## config.mk

```make
export PLATFORM = sky130hd
export DESIGN_NAME = gled_top
export DESIGN_NICKNAME = d
export VERILOG_FILES = /design/src/rtl/gled_pkg.sv /design/src/rtl/gled_if.sv /design/src/rtl/gled_top.sv /design/src/rtl/gled_activity.sv
export SDC_FILE = /design/constraint.sdc
export NUM_CORES = 1
export LEC_CHECK = 0
export ABC_AREA = 1
export BUFFER_PORTS_ARGS = -buffer_cell sky130_fd_sc_hd__buf_2
export CAP_MARGIN = 20
export CORE_MARGIN = 3
export CORE_UTILIZATION = 46
export DETAILED_ROUTE_END_ITERATION = 12
export GPL_TIMING_DRIVEN = 0
export PLACE_DENSITY = 0.87
export SETUP_SLACK_MARGIN = 0.1
export SKIP_LAST_GASP = 1
export SLEW_MARGIN = 10
export SYNTH_ARGS = -nofsm -noshare
export SYNTH_HDL_FRONTEND = slang
export SYNTH_SLANG_ARGS = --single-unit
```

## constraint.sdc

```tcl
create_clock -name mclk -period 1.41 [get_ports mclk]
set_clock_uncertainty 0.15 [all_clocks]
set_input_delay 0.423 -clock mclk [delete_from_list [all_inputs] [get_ports mclk]]
set_output_delay 0.423 -clock mclk [all_outputs]
set_load 0.005 [all_outputs]
```

## src/rtl/gled_pkg.sv

```systemverilog
package gled_pkg;
    localparam int PIN_COUNT = 3;
    localparam int CLK_HZ = 25000000;
    localparam int FLASH_MS = 80;
    localparam int FLASH_CYCLES = CLK_HZ / 1000 * FLASH_MS;
    localparam int FLASH_W = 22;
    // register offsets
    localparam logic [3:0] REG_CFG = 4'h0;
    localparam logic [3:0] REG_DATA = 4'h4;
    localparam logic [3:0] REG_STATUS = 4'h8;
    // config field positions: [2:0] dir out, [6:4] open drain, [10:8] led role
    localparam int CFG_DIR_LSB = 0;
    localparam int CFG_OD_LSB = 4;
    localparam int CFG_LED_LSB = 8;
    localparam logic [31:0] CFG_RESET = 32'h0000_0000;
    localparam logic [2:0] DATA_RESET = 3'h0;
    typedef enum logic [1:0] {
        GLED_IDLE = 2'b00,
        GLED_OFF = 2'b01,
        GLED_HOLD = 2'b11
    } gled_act_t;
endpackage

```

## src/rtl/gled_if.sv

```systemverilog
`timescale 1ns/1ps
interface gled_act_if;
    logic link_up;
    logic activity;
    logic indicator_n;
    modport ctl (input link_up, input activity, output indicator_n);
    modport top (output link_up, output activity, input indicator_n);
endinterface

```

## src/rtl/gled_top.sv

```systemverilog
`timescale 1ns/1ps
// Overview of operation
// each pin independently push-pull output, open-drain output or input
// each pin selectable between general-purpose role and LED role
// LED role always drives open-drain
// speed indicator low at 100 Mb/s, during negotiation, cable unplugged
// speed indicator high only at 10 Mb/s
// link-activity indicator low while link valid and no pulse running
// activity on valid link drives link-activity high for 80 ms
// after off pulse, low for at least 80 ms
// after low interval, pulse again if activity was seen
// duplex indicator low in full duplex, high otherwise
// output role drives data bit; input level readable by software
// link down: link-activity high, running pulse abandoned
module gled_top #(
    parameter int FLASH_CYCLES = gled_pkg::FLASH_CYCLES
) (
    input wire logic mclk,
    input wire logic rst_n,
    input wire logic [3:0] reg_addr,
    input wire logic [31:0] reg_wdata,
    input wire logic reg_wr,
    input wire logic reg_rd,
    output logic [31:0] reg_rdata,
    input wire logic link_up,
    input wire logic link_10m,
    input wire logic autoneg_busy,
    input wire logic full_duplex,
    input wire logic tx_active,
    input wire logic rx_active,
    input wire logic [2:0] gpio_in,
    output logic [2:0] gpio_out,
    output logic [2:0] gpio_oe
);
    localparam int N = gled_pkg::PIN_COUNT;
    logic [N-1:0] dir_out;
    logic [N-1:0] open_drain;
    logic [N-1:0] led_role;
    logic [N-1:0] data;
    logic [N-1:0] pin_sync;
    logic [31:0] next_rdata;
    logic [N-1:0] next_dir_out;
    logic [N-1:0] next_open_drain;
    logic [N-1:0] next_led_role;
    logic [N-1:0] next_data;
    logic [N-1:0] led_n;
    logic [N-1:0] next_out;
    logic [N-1:0] next_oe;
    gled_act_if act ();

    // pin level per drive mode: open drain only ever pulls low
    function automatic logic [1:0] pin_drive(input logic level, input logic od);
        pin_drive = od ? {1'b0, ~level} : {level, 1'b1};
    endfunction

    assign act.link_up = link_up;
    assign act.activity = tx_active | rx_active;

    gled_activity #(
        .FLASH_CYCLES(FLASH_CYCLES)
    ) u_act (
        .mclk(mclk),
        .rst_n(rst_n),
        .act(act)
    );

    always_comb begin
        // unplugged cable counts as link down, so speed shows low
        led_n[0] = link_up & link_10m & ~autoneg_busy;
        led_n[1] = act.indicator_n;
        led_n[2] = ~(link_up & full_duplex);
    end

    always_comb begin
        next_dir_out = dir_out;
        next_open_drain = open_drain;
        next_led_role = led_role;
        next_data = data;
        next_rdata = 32'h0000_0000;
        if (reg_wr) begin
            unique case (reg_addr)
                gled_pkg::REG_CFG: begin
                    next_dir_out = reg_wdata[gled_pkg::CFG_DIR_LSB +: N];
                    next_open_drain = reg_wdata[gled_pkg::CFG_OD_LSB +: N];
                    next_led_role = reg_wdata[gled_pkg::CFG_LED_LSB +: N];
                end
                gled_pkg::REG_DATA: begin
                    next_data = reg_wdata[N-1:0];
                end
                default: begin
                end
            endcase
        end
        if (reg_rd) begin
            unique case (reg_addr)
                gled_pkg::REG_CFG: begin
                    next_rdata[gled_pkg::CFG_DIR_LSB +: N] = dir_out;
                    next_rdata[gled_pkg::CFG_OD_LSB +: N] = open_drain;
                    next_rdata[gled_pkg::CFG_LED_LSB +: N] = led_role;
                end
                gled_pkg::REG_DATA: begin
                    next_rdata[N-1:0] = data;
                end
                gled_pkg::REG_STATUS: begin
                    next_rdata[N-1:0] = pin_sync;
                end
                default: begin
                    next_rdata = 32'h0000_0000;
                end
            endcase
        end
    end

    always_comb begin
        for (int i = 0; i < N; i++) begin
            if (led_role[i]) begin
                {next_out[i], next_oe[i]} = pin_drive(led_n[i], 1'b1);
            end else if (dir_out[i]) begin
                {next_out[i], next_oe[i]} = pin_drive(data[i], open_drain[i]);
            end else begin
                next_out[i] = 1'b0;
                next_oe[i] = 1'b0;
            end
        end
    end

    always_ff @(posedge mclk) begin
        if (!rst_n) begin
            dir_out <= gled_pkg::CFG_RESET[gled_pkg::CFG_DIR_LSB +: N];
            open_drain <= gled_pkg::CFG_RESET[gled_pkg::CFG_OD_LSB +: N];
            led_role <= gled_pkg::CFG_RESET[gled_pkg::CFG_LED_LSB +: N];
            data <= gled_pkg::DATA_RESET;
            reg_rdata <= 32'h0000_0000;
            pin_sync <= 3'h0;
            gpio_out <= 3'h0;
            gpio_oe <= 3'h0;
        end else begin
            dir_out <= next_dir_out;
            open_drain <= next_open_drain;
            led_role <= next_led_role;
            data <= next_data;
            reg_rdata <= next_rdata;
            pin_sync <= gpio_in;
            gpio_out <= next_out;
            gpio_oe <= next_oe;
        end
    end
endmodule

```

## src/rtl/gled_activity.sv

```systemverilog
`timescale 1ns/1ps
module gled_activity #(
    parameter int FLASH_CYCLES = gled_pkg::FLASH_CYCLES
) (
    input wire logic mclk,
    input wire logic rst_n,
    gled_act_if.ctl act
);
    localparam int W = gled_pkg::FLASH_W;
    // refused while elaborating, so a bad count never reaches a netlist
    if (FLASH_CYCLES < 1 || FLASH_CYCLES >= (1 << W)) begin : g_bad_count
        $error("flash count out of range");
    end
    gled_pkg::gled_act_t state;
    gled_pkg::gled_act_t next_state;
    logic [W-1:0] cnt;
    logic [W-1:0] next_cnt;
    logic seen;
    logic next_seen;
    logic ind_n;
    logic next_ind_n;
    localparam logic [W-1:0] LAST = W'(FLASH_CYCLES - 1);

    always_comb begin
        next_state = state;
        next_cnt = cnt;
        next_seen = seen;
        next_ind_n = ind_n;
        if (!act.link_up) begin
            next_state = gled_pkg::GLED_IDLE;
            next_cnt = '0;
            next_seen = 1'b0;
            next_ind_n = 1'b1;
        end else begin
            unique case (state)
                gled_pkg::GLED_IDLE: begin
                    next_ind_n = 1'b0;
                    if (act.activity) begin
                        next_state = gled_pkg::GLED_OFF;
                        next_ind_n = 1'b1;
                        next_cnt = '0;
                    end
                end
                gled_pkg::GLED_OFF: begin
                    next_cnt = cnt + 1'b1;
                    if (cnt == LAST) begin
                        next_state = gled_pkg::GLED_HOLD;
                        next_ind_n = 1'b0;
                        next_cnt = '0;
                        next_seen = 1'b0;
                    end
                end
                gled_pkg::GLED_HOLD: begin
                    next_cnt = cnt + 1'b1;
                    // traffic during the hold is remembered, not dropped
                    if (act.activity) begin
                        next_seen = 1'b1;
                    end
                    if (cnt == LAST) begin
                        next_cnt = '0;
                        next_seen = 1'b0;
                        if (seen || act.activity) begin
                            next_state = gled_pkg::GLED_OFF;
                            next_ind_n = 1'b1;
                        end else begin
                            next_state = gled_pkg::GLED_IDLE;
                        end
                    end
                end
            endcase
        end
    end

    always_ff @(posedge mclk) begin
        if (!rst_n) begin
            state <= gled_pkg::GLED_IDLE;
            cnt <= '0;
            seen <= 1'b0;
            ind_n <= 1'b1;
        end else begin
            state <= next_state;
            cnt <= next_cnt;
            seen <= next_seen;
            ind_n <= next_ind_n;
        end
    end
    assign act.indicator_n = ind_n;
endmodule

```

-- Word-level counts from Yosys, hierarchy flattened
Index checks and enable logic that the tools add are counted.
W data, S select, Z words.
- bits in registers: 79
- output and inout bits: 38
- logic and storage cells: 83
- input bits: 49
- eq/ne operators: 10
- add/subtract/negate cells: 1
- mux-type cells: 26
- bitwise logic cells: 14
- reductions and logical operators: 16
- operators by type and width (operator ; count):
    $mux W22 ; 2
    $pmux W22 S2 ; 1
    $add A22 B1 Y22 const B ; 1
    $eq A22 B21 Y1 const B ; 1
    $mux W1 ; 16
    $reduce_and A3 Y1 ; 4
    $reduce_or A4 Y1 ; 3
    $not A1 Y1 ; 10
    $pmux W3 S3 ; 1
    $ne A2 B1 Y1 const B ; 4
    $reduce_and A2 Y1 ; 4
    $mux W2 ; 3
    $pmux W2 S3 ; 1
    $eq A4 B3 Y1 const B ; 1
    $eq A4 B4 Y1 const B ; 1
    $logic_not A4 Y1 ; 1
    $and A1 B1 Y1 ; 3
    $ne A3 B1 Y1 const B ; 1
    $pmux W1 S3 ; 1
    $eq A2 B1 Y1 const B ; 1
    $eq A2 B2 Y1 const B ; 1
    $logic_not A2 Y1 ; 1
    $pmux W1 S2 ; 1
    $reduce_bool A2 Y1 ; 1
    3 further kinds ; 3

-- Depth between registers and ports, before layout
- word-level depth: 5
- depth in mapped cells: 10
- gate-level depth less buffers: 10

-- Modules after synthesis
A second synthesis with hierarchy kept.
- cell total of the unflattened synthesis: 432
- area total of the unflattened synthesis: 2907.8 sq um
- modules (own cells, without submodules) (module ; instances ; sequential area each (sq um) ; area an instance (sq um) ; cells an instance):
    gled_activity ; 1 ; 520.5 ; 1570.3 ; 254
    gled_top ; 1 ; 600.6 ; 1337.5 ; 178

-- Least setup slack after synthesis
Ideal clock, no wire load.
- kind: reg-to-reg
- start point: reg u_act.cnt[1]
- end point: reg u_act.cnt[16]
- data arrival time: 1279 ps
- library setup time: 133 ps
- cell stages (with the launch flop): 10
- slack: -152 ps
- buffers on the path: 1
- cell sequence: dfxtp_1 -> ha_1 -> nand2_1 -> nor2_2 -> nand2_1 -> nor2_1 -> a21oi_1 -> buf_6 -> nand3_1 -> a21oi_2
- word-level cells in the longest chain between the ends: 3
- elaborated cells on any way between the ends: 4
- RTL lines (what ; line ; source):
    start, declared ; gled_activity.sv:16 ; logic [W-1:0] cnt;
    start signal, assigned ; gled_activity.sv:82 ; cnt <= next_cnt;
    $add A22 B1 Y22 or $eq A22 B21 Y1 (tied branches) ; n/a ;
    $mux W22 * ; gled_activity.sv:46, gled_activity.sv:59 ;
    $pmux W22 S2 * ; gled_activity.sv:35 ; unique case (state)
Every way passes the cells marked *; elsewhere a longest branch is shown, timed or not.
A chain may end at the register's enable or synchronous reset.

-- Worst setup path after layout
- start point: reg u_act.cnt[4]
- end point: reg u_act.ind_n, in the netlist u_act.act.indicator_n
- word-level cells in the longest chain between the ends: 3
- elaborated cells on any way between the ends: 4
- RTL lines (what ; line ; source):
    $eq A22 B21 Y1 * ; gled_activity.sv:46, gled_activity.sv:59 ;
    $ne A2 B1 Y1 (no source line) ; n/a ;
    $reduce_and A3 Y1 (no source line) * ; n/a ;
    end signal, assigned ; gled_activity.sv:84 ; ind_n <= next_ind_n;
    end, declared ; gled_activity.sv:20 ; logic ind_n;
Marks and branches as above.

==> summary.md <==
| Metric | Value |
|---|---|
| DRC Markers | 0 |
| Worst setup margin | -0.228 ns |
| DRT antenna net count | 0 |
| Commonest cells after routing, fill and taps aside | 99 x nand2_1, 38 x buf_4, 37 x inv_1, 37 x buf_2, 34 x dfxtp_1 |
| Max-Cap Viols | 0 |
| Clk_lat worst skew | roughly 0.32 ns |
| Yosys cell types | 31 |
| Worst Path Max Fanout | 6 |
| CTS H-tree lvls | 2 |
| Clock-pin slew on the worst setup and hold paths | about 0.11 ns |
| Hold depth | 3 |
| Outcome | finished, violations left |
| Largest net degree at the start of global routing | 21 |
| Placed cell count | approximately 550 |
| RSZ-0062 raised after global routing | yes |
| Post-DP Area | 3380 um2 |
| RePlAce Congestion | slightly above 0.9 |
| CP endpoint kind | flip-flop |
| Most common cell after layout, fill and taps aside | nand2_1 |
| N_diodes | 0 |
| Initial antenna violation count | 0 |
| DR vias | between 3000 and 4000 |
| Initial DRC Count | between 200 and 250 |
| Synth warnings | 0 |
| Vias per inst | 5.22 |
| P_int | around 2.1 mW |
| Failing checks | negative setup slack |
| Clk pwr share | roughly a third |
| DP HPWL | between 4000 and 5000 um |
| Die Wd | between 80 and 90 um |
| Combinational cell fraction of total power | ~10% |
| GRT Util Overall | between 10% and 20% |
| R2r worst-path depth | 9 |
| Share of cells above drive strength 1 | about two fifths |
| Post-DR wirelength/cell | approximately 14 um |
| Setup violations, final | 21 |
| Slew @ Worst Pin | 0.599 ns |
| Part of the power in registers | 56.6% |
| Final Max Tran Viols | 0 |
| Dominant cell type by area after synthesis | dfxtp_1 |
| Critical path arrival | between 1.5 and 2 ns |
| Clock tree sinks | 56 |
| Cell area power density | around 730 nW/um2 |
| Final instance area | 3890 um2 |
| Die ar. | a little over 7000 um2 |
| Layout area overhead | 36.3% |
| Achievable Freq | ~0.6 GHz |
| Cell chain of the critical path | nand2_2 -> nor2_1 -> nand2_1 -> nor2_4 -> nand2_2 -> nand2_4 -> nand2_2 -> nand2_1 -> nand3_1 |
| Top cell type's share of synthesized area | about two fifths |
| Total Nets Final | approximately 560 |
| CTS tree | built |
| Number of detailed-routing iterations run before antenna repair | 5 |
| Sequential area share after synthesis | between 30% and 40% |
| Buf/Inv on CP | 0 |
| Max-slew headroom | approximately three fifths |
| Cell mode on critical path | nand2_2 |
| LEAKAGE | between 1.5 and 2 nW |
| Hold Startpoint | gpio_in[2] |
| Critical path's slowest cell | dfxtp_2 |
| Min Clock Period, post-route | approximately 1.6 ns |
| Final Non-Filler Cells | between 500 and 600 |
| P_sw | ~750 uW |
| Hold Path Class | input pin to flip-flop |
| Max incr delay on CP | approximately 0.45 ns |
| Vias in the first global route | around 2700 |
| First-pass GRT wire length | 11800 um |
| Setup CP Type | flip-flop to flip-flop |
| PnR Total Power | ~2.8 mW |
| Worst Path Required | around 1.5 ns |
| CTS Buffer Depth | 2 |
| Grt ovf | 0 |
| Critical Path Start | u_act.cnt[4] |
| R2R Path Start | u_act.cnt[4] |
| # IOs | 87 |
| Switching Share | about a quarter |
| Final period util | 116% |
| Average size of a mapped cell | about 6.8 um2 |
| CTS Root Cell | clkbuf_8 |
| Initial core utilization | between 40 and 50% |
| Cell row count | 28 |
| Family with the most delay on the worst path | simple AND/OR/NAND/NOR gates |
| Crit path launch type | flip-flop |
| Cell count along the critical path | 9 |
| Area of the core | 5960 um2 |
| Max rail drop VDD | around 0.56 mV |
| TritonCTS Buffers | 5 |
| Buffers on Ports | 39 |
| Final hold violations | 0 |
| Total Wirelength | 7890 um |
| Synthesized flop and latch total | between 50 and 60 |
| Synth top area cells | dfxtp_1 39%, nand2_1 15%, nand3_1 6.7% |
| Synth Cell Area | 2850 um2 |
| Die height | 84.8 um |
| Synth Instances | approximately 420 |
-- metrics by stage --
stage                     util [%]  hold WS, ns  setup WS, ns  TNS, ns
final                         65.3        0.125        -0.228    -3.27
after floorplan                  -        0.246       -0.0581   -0.565
after global routing          65.3        0.131        -0.354    -5.34
after global placement        56.7        0.254        -0.223    -6.03
after CTS                     62.6        0.124        -0.137    -1.87
after detailed placement      56.7        0.256        -0.288    -7.97
-- sequential cells by signal, summed over array words and instances (netlist names) --
register and flops:
u_act.act.indicator_n 1, u_act.seen 1, u_act.cnt 22, open_drain 3
pin_sync 3, gpio_out 3, gpio_oe 3, data 3
dir_out 3, u_act.state 2, reg_rdata 9, led_role 3
-- logic make-up (layout without fill, tap and decap cells) --
kind of cell / Yosys count / count (layout) / synth area share [%]
XOR/XNOR: 3 / 3 / 0.921
buffers and inverters: 75 / 141 / 13.4
other: 1 / 23 / 0.131
AO/OA/AOI/OAI: 58 / 58 / 11.0
AND/OR/NAND/NOR: 224 / 224 / 34.9
adder cells (fa/ha/maj): 1 / 1 / 0.438
flip-flops: 56 / 56 / 39.3
-- metal layers --
layer / part of all wire, % / up-vias / track usage (%) / wire, um
met4: 3.5 / 0 / 6.76 / 280
met3: 6.2 / 37 / 3.83 / 492
met1: 39 / 1390 / 23.5 / 3070
met5: 0 / - / 0 / 0
met2: 51 / 146 / 35.8 / 4050
li1: - / 1460 / - / -
-- tightest hold or removal path: stages --
cell     delay, ns
buf_2         0.07
nand2_1       0.04
inv_1         0.04
-- power groups by stage --
stage	sequential [mW]	clock, mW	combinational [mW]
4_1_cts	1.60	0.973	0.250
6_report	1.60	0.952	0.276
5_1_grt	1.60	1.03	0.302
3_5_place_dp	1.64	0	0.242
2_1_floorplan	1.64	0	0.169
3_3_place_gp	1.64	0	0.237
-- repair_timing --
item / 4_1_cts / 5_1_grt
endpoints found under the setup margin: 40 / 43
gates cloned: 1 / 0
resized for setup: 49 / 38
hold buffers: 0 / 0
endpoints found under the hold margin: 0 / 0
buffers inserted: 14 / 5
pin swaps: 20 / 9
-- Yosys cell counts (all sizes together) --
library cell,n
nand4,4
conb,1
o21ai,16
inv,42
nor4,1
clkbuf,1
buf,32
xor2,2
nand2,118
o211ai,1
dfxtp,56
xnor2,1
nand3,39
or2,6
ha,1
nor3,6
a21o,1
o31ai,1
a21oi,39
nor2,50
-- cell type report --
class                           instances  area, um2
Clock inverter                          3       33.8
Multi-Input combinational cell        309       1740
Inverter                               42        160
Tap cell                               75       93.8
Sequential cell                        56       1170
Clock buffer                            5       68.8
Fill cell                             469       2060
Timing Repair Buffer                   58        378
Buffer                                 33        254
-- worst paths after layout --
path / slack [ns] / end
max: -0.23 / u_act.act.indicator_n
min: 0.13 / pin_sync[2]
max reg2reg: -0.23 / u_act.act.indicator_n
min reg2reg: 0.27 / gpio_out[0]
(Power assumes the default switching activity.)
